## config.mk

```make
export PLATFORM = sky130hd
export DESIGN_NAME = gpp_general_pin_port
export DESIGN_NICKNAME = d
export VERILOG_FILES = /design/src/design/gpp_pkg.sv /design/src/design/gpp_general_pin_port.sv
export SDC_FILE = /design/constraint.sdc
export NUM_CORES = 1
export LEC_CHECK = 0
export ABC_AREA = 1
export BUFFER_PORTS_ARGS = -buffer_cell sky130_fd_sc_hd__buf_4
export CAP_MARGIN = 20
export CORE_ASPECT_RATIO = 1.5
export CORE_UTILIZATION = 47
export CTS_CLUSTER_SIZE = 10
export DETAILED_ROUTE_END_ITERATION = 7
export PLACE_DENSITY = 0.86
export SETUP_SLACK_MARGIN = 0.2
export SYNTH_ARGS = -nofsm -noshare
export SYNTH_HDL_FRONTEND = slang
export SYNTH_SLANG_ARGS = --single-unit
export TNS_END_PERCENT = 5
```

## constraint.sdc

```tcl
create_clock -name clk_sys -period 2.2 [get_ports clk_sys]
set_input_delay 0.55 -clock clk_sys [delete_from_list [all_inputs] [get_ports clk_sys]]
set_output_delay 0.55 -clock clk_sys [all_outputs]
set_load 0.02 [all_outputs]
```

## src/design/gpp_pkg.sv

```systemverilog
// Package with register map and constants of the general pin port
package gpp_pkg;
    localparam int NUM_PINS = 6;
    localparam logic [2:0] ADR_FUNC_SEL = 3'h0;
    localparam logic [2:0] ADR_DIR      = 3'h1;
    localparam logic [2:0] ADR_OUT_SET  = 3'h2;
    localparam logic [2:0] ADR_OUT_CLR  = 3'h3;
    localparam logic [2:0] ADR_LEVEL    = 3'h4;
    localparam int FUNC_SEL_LSB = 0;
    localparam int FUNC_SEL_W   = 3;
    localparam int XCVR_POL_BIT = 3;
    localparam logic [2:0] MODE_GENERAL  = 3'h0;
    localparam logic [2:0] MODE_RTS_CTS  = 3'h1;
    localparam logic [2:0] MODE_DTR_DSR  = 3'h2;
    localparam logic [2:0] MODE_MD_HDX   = 3'h3;
    localparam logic [2:0] MODE_MD_TXEN  = 3'h4;
    localparam int PIN_DSR  = 2;
    localparam int PIN_DTR  = 3;
    localparam int PIN_CTS  = 4;
    localparam int PIN_RTS  = 5;
    localparam int PIN_XCVR = 5;
    localparam logic [7:0] RST_FUNC_SEL = 8'h00;
    localparam logic [5:0] RST_DIR      = 6'h00;
    localparam logic [5:0] RST_OUT      = 6'h00;
    localparam logic [31:0] RD_UNMAPPED = 32'h0000_0000;
endpackage

```

## src/design/gpp_general_pin_port.sv

```systemverilog
// General pin port with Wishbone register access
`timescale 1ns/100ps
// Overview of operation
// - The upper four function select bits read back undefined; here they read the stored value.
// - Direction bits rule only pins not claimed by the function select.
// - Each low direction bit makes its pin an input at zero and an output at one.
// - A one written to the set register drives that pin output high, a zero changes nothing.
// - A one written to the clear register drives that pin output low, a zero changes nothing.
// - The level status register returns the level of every pin in any direction, through a two-flop synchroniser.
// - The three-bit function select gives pins to handshake or transceiver enable; zero frees all.
module gpp_general_pin_port (
    input  wire logic                           clk_sys,
    input  wire logic                           rst,
    input  wire logic                           wb_cyc_i,
    input  wire logic                           wb_stb_i,
    input  wire logic                           wb_we_i,
    input  wire logic [31:0]                    wb_adr_i,
    input  wire logic [3:0]                     wb_sel_i,
    input  wire logic [31:0]                    wb_dat_i,
    output logic      [31:0]                    wb_dat_o,
    output logic                                wb_ack_o,
    input  wire logic [gpp_pkg::NUM_PINS-1:0]   general_pin_n_i,
    output logic      [gpp_pkg::NUM_PINS-1:0]   general_pin_n_o,
    output logic      [gpp_pkg::NUM_PINS-1:0]   general_pin_n_oe,
    input  wire logic                           flow_rts_n,
    input  wire logic                           flow_dtr_n,
    input  wire logic                           xcvr_tx_active,
    output logic                                flow_cts_n,
    output logic                                flow_dsr_n
);
    import gpp_pkg::*;

    typedef struct packed {
        logic [7:0]          func_sel;
        logic [5:0]          dir;
        logic [5:0]          out;
        logic [5:0]          sync1;
        logic [5:0]          sync2;
        logic                ack;
        logic [31:0]         rdata;
    } gpp_state_s;

    gpp_state_s st_q;
    gpp_state_s st_d;

    // Decoded configuration
    logic [2:0]  mode;
    logic        xcvr_lvl;
    logic [5:0]  claimed;
    logic [5:0]  func_oe;
    logic [5:0]  func_val;

    // Bus decode
    logic        req;
    logic [2:0]  word_adr;
    logic        in_range;
    logic        wr_req;
    logic        rd_req;
    logic        wr_func_sel;
    logic        wr_dir;
    logic        wr_out_set;
    logic        wr_out_clr;

    // Output latch and read data
    logic [5:0]  set_mask;
    logic [5:0]  clr_mask;
    logic [5:0]  out_next;
    logic [31:0] rd_word;

    // Mode field of the function select
    assign mode = st_q.func_sel[FUNC_SEL_LSB +: FUNC_SEL_W];

    // Request taken once per transfer
    assign req      = wb_cyc_i && wb_stb_i && !st_q.ack;
    assign word_adr = wb_adr_i[4:2];
    assign in_range = (wb_adr_i[31:5] == 27'h000_0000);

    // Write needs byte lane zero
    assign wr_req   = req && wb_we_i && wb_sel_i[0] && in_range;

    // Read qualification
    assign rd_req   = req && !wb_we_i && in_range;

    // Transceiver enable polarity
    always_comb begin
        if (st_q.func_sel[XCVR_POL_BIT]) begin
            xcvr_lvl = xcvr_tx_active;
        end else begin
            xcvr_lvl = !xcvr_tx_active;
        end
    end

    // Pins claimed by the function select
    always_comb begin
        claimed = 6'h00;
        unique case (mode)
            MODE_GENERAL: begin
                claimed = 6'h00;
            end
            MODE_RTS_CTS: begin
                claimed[PIN_CTS] = 1'b1;
                claimed[PIN_RTS] = 1'b1;
            end
            MODE_DTR_DSR: begin
                claimed[PIN_DSR] = 1'b1;
                claimed[PIN_DTR] = 1'b1;
            end
            MODE_MD_HDX, MODE_MD_TXEN: begin
                claimed[PIN_XCVR] = 1'b1;
            end
            default: begin
                claimed = 6'h00;
            end
        endcase
    end

    // Drive enable of claimed pins
    always_comb begin
        func_oe = 6'h00;
        unique case (mode)
            MODE_GENERAL: begin
                func_oe = 6'h00;
            end
            MODE_RTS_CTS: begin
                func_oe[PIN_RTS] = 1'b1;
            end
            MODE_DTR_DSR: begin
                func_oe[PIN_DTR] = 1'b1;
            end
            MODE_MD_HDX, MODE_MD_TXEN: begin
                func_oe[PIN_XCVR] = 1'b1;
            end
            default: begin
                func_oe = 6'h00;
            end
        endcase
    end

    // Drive value of claimed pins
    always_comb begin
        func_val = 6'h00;
        unique case (mode)
            MODE_GENERAL: begin
                func_val = 6'h00;
            end
            MODE_RTS_CTS: begin
                func_val[PIN_RTS] = flow_rts_n;
            end
            MODE_DTR_DSR: begin
                func_val[PIN_DTR] = flow_dtr_n;
            end
            MODE_MD_HDX, MODE_MD_TXEN: begin
                func_val[PIN_XCVR] = xcvr_lvl;
            end
            default: begin
                func_val = 6'h00;
            end
        endcase
    end

    // Write strobes per register
    always_comb begin
        wr_func_sel = 1'b0;
        wr_dir      = 1'b0;
        wr_out_set  = 1'b0;
        wr_out_clr  = 1'b0;
        if (wr_req) begin
            unique case (word_adr)
                ADR_FUNC_SEL: begin
                    wr_func_sel = 1'b1;
                end
                ADR_DIR: begin
                    wr_dir = 1'b1;
                end
                ADR_OUT_SET: begin
                    wr_out_set = 1'b1;
                end
                ADR_OUT_CLR: begin
                    wr_out_clr = 1'b1;
                end
                default: begin
                    wr_func_sel = 1'b0;
                end
            endcase
        end
    end

    always_comb begin
        if (wr_out_set) begin
            set_mask = wb_dat_i[5:0];
        end else begin
            set_mask = 6'h00;
        end
    end

    always_comb begin
        if (wr_out_clr) begin
            clr_mask = wb_dat_i[5:0];
        end else begin
            clr_mask = 6'h00;
        end
    end

    always_comb begin
        out_next = (st_q.out | set_mask) & ~clr_mask;
    end

    // Read data selection
    always_comb begin
        rd_word = RD_UNMAPPED;
        if (rd_req) begin
            unique case (word_adr)
                ADR_FUNC_SEL: begin
                    rd_word = {24'h00_0000, st_q.func_sel};
                end
                ADR_DIR: begin
                    rd_word = {26'h000_0000, st_q.dir};
                end
                ADR_OUT_SET: begin
                    rd_word = {26'h000_0000, st_q.out};
                end
                ADR_OUT_CLR: begin
                    rd_word = {26'h000_0000, st_q.out};
                end
                ADR_LEVEL: begin
                    rd_word = {26'h000_0000, st_q.sync2};
                end
                default: begin
                    rd_word = RD_UNMAPPED;
                end
            endcase
        end
    end

    // Next state
    always_comb begin
        if (wr_func_sel) begin
            st_d.func_sel = wb_dat_i[7:0];
        end else begin
            st_d.func_sel = st_q.func_sel;
        end
        if (wr_dir) begin
            st_d.dir = wb_dat_i[5:0];
        end else begin
            st_d.dir = st_q.dir;
        end
        st_d.out   = out_next;
        st_d.sync1 = general_pin_n_i;
        st_d.sync2 = st_q.sync1;
        st_d.ack   = req;
        st_d.rdata = rd_word;
    end

    // State register
    always_ff @(posedge clk_sys or posedge rst) begin
        if (rst) begin
            st_q.func_sel <= RST_FUNC_SEL;
            st_q.dir      <= RST_DIR;
            st_q.out      <= RST_OUT;
            st_q.sync1    <= 6'h00;
            st_q.sync2    <= 6'h00;
            st_q.ack      <= 1'b0;
            st_q.rdata    <= RD_UNMAPPED;
        end else begin
            st_q <= st_d;
        end
    end

    always_comb begin
        for (int i = 0; i < NUM_PINS; i++) begin
            if (claimed[i]) begin
                general_pin_n_oe[i] = func_oe[i];
                general_pin_n_o[i]  = func_val[i];
            end else begin
                general_pin_n_oe[i] = st_q.dir[i];
                general_pin_n_o[i]  = st_q.out[i];
            end
        end
    end

    // Handshake inputs to the line logic
    always_comb begin
        flow_cts_n = 1'b0;
        flow_dsr_n = 1'b0;
        if (mode == MODE_RTS_CTS) begin
            flow_cts_n = st_q.sync2[PIN_CTS];
        end
        if (mode == MODE_DTR_DSR) begin
            flow_dsr_n = st_q.sync2[PIN_DSR];
        end
    end

    // Bus outputs
    assign wb_ack_o = st_q.ack;
    assign wb_dat_o = st_q.rdata;
endmodule

```

==> flow_summary.ini <==
[min_path]
whs_endpoint = st_q[36]$_DFF_PP0_
hold_class = reg2reg
hold_depth = 0
min-delay-start = st_d[36]$_DFF_PP0_

[placed_design]
gp_congestion = 0.924
dp_hpwl_microns = 3350
io_buffers = 75

[pwr]
switchingPower_uw = 369
power_mw = 1.43
ir_drop_v = 0.000371
combPwrFrac_pct = 12.9
power.share.clock_pct = 33.5
p_leak_nw = 1.51
seq_power_share_pct = 53.6
p_int_mw = 1.06
p_sw_share_pct = 25.7
power_density_nw_per_um2 = 519

[floorplanning]
die_area_sq_um = 4920
core-area_sq_um = 4500
ios = 129
die-height_microns = 85.4
rows = 30
fp.dieW_microns = 57.6
initial_core_util_pct = 48.4

[sta]
hold_violations = 0
rsz0062_at_grt = yes
fin_tns_setup_ns = 0
finalClockSkew_ns = 0.00890
drv_slew = 0
fin_crit_sh_pct = 88.9
finalCriticalPeriod_ns = 1.96
fmax_ghz = 0.511
setup_viol = 0

[routing]
drtIter0Drc = 88
num_vias = 1830
drt_pass1_iterations = 6
routedWlPerCell_microns = 12.0
viasPerCell = 4.83
wirelength_microns = 4560
postRouteAntennaNets = 0
drc_errors = 8

[layout]
drive_gt1_share_pct = 35.3
syn_to_final_growth_pct = 26.5
num_antenna_cells = 0
n_fill_cell = 379
fin_nets = 412

[flow_run]
max-cap-violations = 0

[global_routing]
antenna_found_initial = 0
grt-ovfl-total = 0
grt_pass1_wl_microns = 7600
grt_usage_pct = 20.4
grt_start_max_net_pins = 42
grt_pass1_vias = 1793

[cts]
clk_path_buf_depth = 2
ctsHoldBuffers = 0
insertion_delay_ns = 0.30
clk_pin_slew_ns = 0.08
cts_tree = done
cts_buffers = 5
h-tree-depth = 2
cts_sinks = 41
cts_root_buf = clkbuf_8

[status]
run_status = finished with violations
violations = DRC

[worst_setup_path]
r2r-end = st_q[54]$_DFFE_PP0P_
timing.rr.start = wb_ack_o$_DFF_PP0_
critical_path_class = reg2out
slowest_delay_ns = 0.41
slowest_stage = dfrtp_1
critPathCaptureType = primary output
crit_fanout = 6
r2r_setup_slack_ns = 0.58
rr_worst_depth = 7
required_ns = 1.65
cp_common_cell = buf_4
crit_chain = buf_4 -> nand3_1 -> nor2_1 -> a21oi_1 -> buf_4
worst_setup_path_start_kind = flip-flop
critPathArrivalTime_ns = 1.41

[yosys]
seq_area_frac_synth_pct = 47.0
synth_cells = 257
synth.avg_cell_area_sq_um = 8.49
synth-warning-count = 0
netlist_area_sq_um = 2180
ys_types = 23
ys_ff_latch = 41
cell usage in the layout (no fill, tap or decap), types with 3 or more instances in the layout:
master    instances
o21ai_2           6
inv_2             3
nand2_2           9
o21ai_1           8
clkbuf_8          5
conb_1           24
nor3_1            5
dfrtp_1          41
nand4_1           6
buf_4            81
inv_1            39
nand3_1           4
nand2_1          28
nor2_1           39
a21oi_1           7
o22ai_1          12
cell type report:
cell class	count	area, sq um	share of cell area [%]
clock buffer	5	68.8	2.49
clock inverter	3	17.5	0.635
inverter	42	158	5.71
multi-input combinational	159	821	29.8
sequential	41	1030	37.2
tap	48	60.1	2.18
timing repair buffer	81	608	22.0
Yosys cell counts:
cell	count	area, sq um
inv_1	42	158
nor3_1	5	25.0
nand2_1	29	109
nor2_8	2	40.0
buf_8	1	15.0
dfrtp_1	41	1030
nor2_2	2	12.5
buf_4	36	270
nand2_2	8	50.1
o311ai_0	1	8.76
conb_1	1	3.75
buf_6	1	11.3
nor2_1	40	150
o21ai_0	1	5.00
o22ai_1	12	75.1
a21oi_1	7	35.0
o21ai_2	6	52.6
xnor2_1	1	8.76
nand2_4	1	11.3
nor2_4	1	11.3
nand4_1	6	37.5
nand3_1	5	25.0
o21ai_1	8	40.0
worst max-delay path: cells and delay by family (launching register included):
| family | cells | cell delay, ns |
|---|---|---|
| flops | 1 | 0.41 |
| compound gates | 1 | 0.12 |
| buf+inv | 2 | 0.32 |
| simple gates | 2 | 0.25 |
how the worst max path moves through the flow:
stage / startpoint / end
final: mode[1]$_DFFE_PP0P_ / general_pin_n_o[3]
after floorplan: mode[1]$_DFFE_PP0P_ / general_pin_n_o[5]
after CTS: mode[1]$_DFFE_PP0P_ / general_pin_n_o[5]
after detailed placement: wb_adr_i[12] / st_q[55]$_DFFE_PP0P_
after global routing: mode[2]$_DFFE_PP0P_ / flow_cts_n
after global placement: wb_adr_i[12] / st_q[55]$_DFFE_PP0P_
metal layers:
metal | global-route usage, % | vias up | share of wire (%) | wire length (microns)
met5 | 0 | - | 0 | 0
met4 | 11.1 | 0 | 3.9 | 176
met3 | 4.42 | 16 | 6.0 | 275
met2 | 36.8 | 81 | 53 | 2420
met1 | 21.4 | 841 | 37 | 1690
li1 | - | 892 | - | -
power groups by stage:
stage	registers, mW	clock network (mW)	logic, mW
6_report	0.768	0.479	0.185
5_1_grt	0.770	0.532	0.204
4_1_cts	0.768	0.492	0.185
3_5_place_dp	0.783	0	0.184
3_3_place_gp	0.783	0	0.181
2_1_floorplan	0.784	0	0.119
state kept, by name, summed over array words and instances (netlist names):
| signal | flops |
|---|---|
| wb_dat_o | 8 |
| st_d | 6 |
| mode | 3 |
| st_q | 19 |
| general_pin_n_o | 2 |
| wb_ack_o | 1 |
| general_pin_n_oe | 2 |
repair_timing:
item | in CTS | in global routing
gates resized for setup | 2 | 10
setup endpoints to repair | 4 | 6
setup buffers | 0 | 2
endpoints found under the hold margin | 0 | 0
metrics by stage:
stage / std cells / utilization [%] / cell area, sq um / hold slack (ns) / worst slack [ns]
after floorplan: 280 / - / 2270 / 0.331 / 0.236
after global placement: 369 / 58.3 / 2620 / 0.332 / 0.287
after detailed placement: 369 / 58.3 / 2620 / 0.336 / 0.273
after CTS: 377 / 60.2 / 2710 / 0.346 / 0.177
after global routing: 379 / 61.3 / 2760 / 0.338 / 0.188
final: 379 / 61.3 / 2760 / 0.351 / 0.245
cells by family after synthesis:
| group | after synthesis | synth area share (%) |
|---|---|---|
| AOI/OAI and AO/OA | 35 | 9.93 |
| other | 1 | 0.172 |
| and+or+nand+nor | 99 | 21.6 |
| xor gates and xnor gates | 1 | 0.402 |
| DFF | 41 | 47.0 |
| buffers and inverters | 80 | 20.8 |
Power figures use the tool's default switching activity.
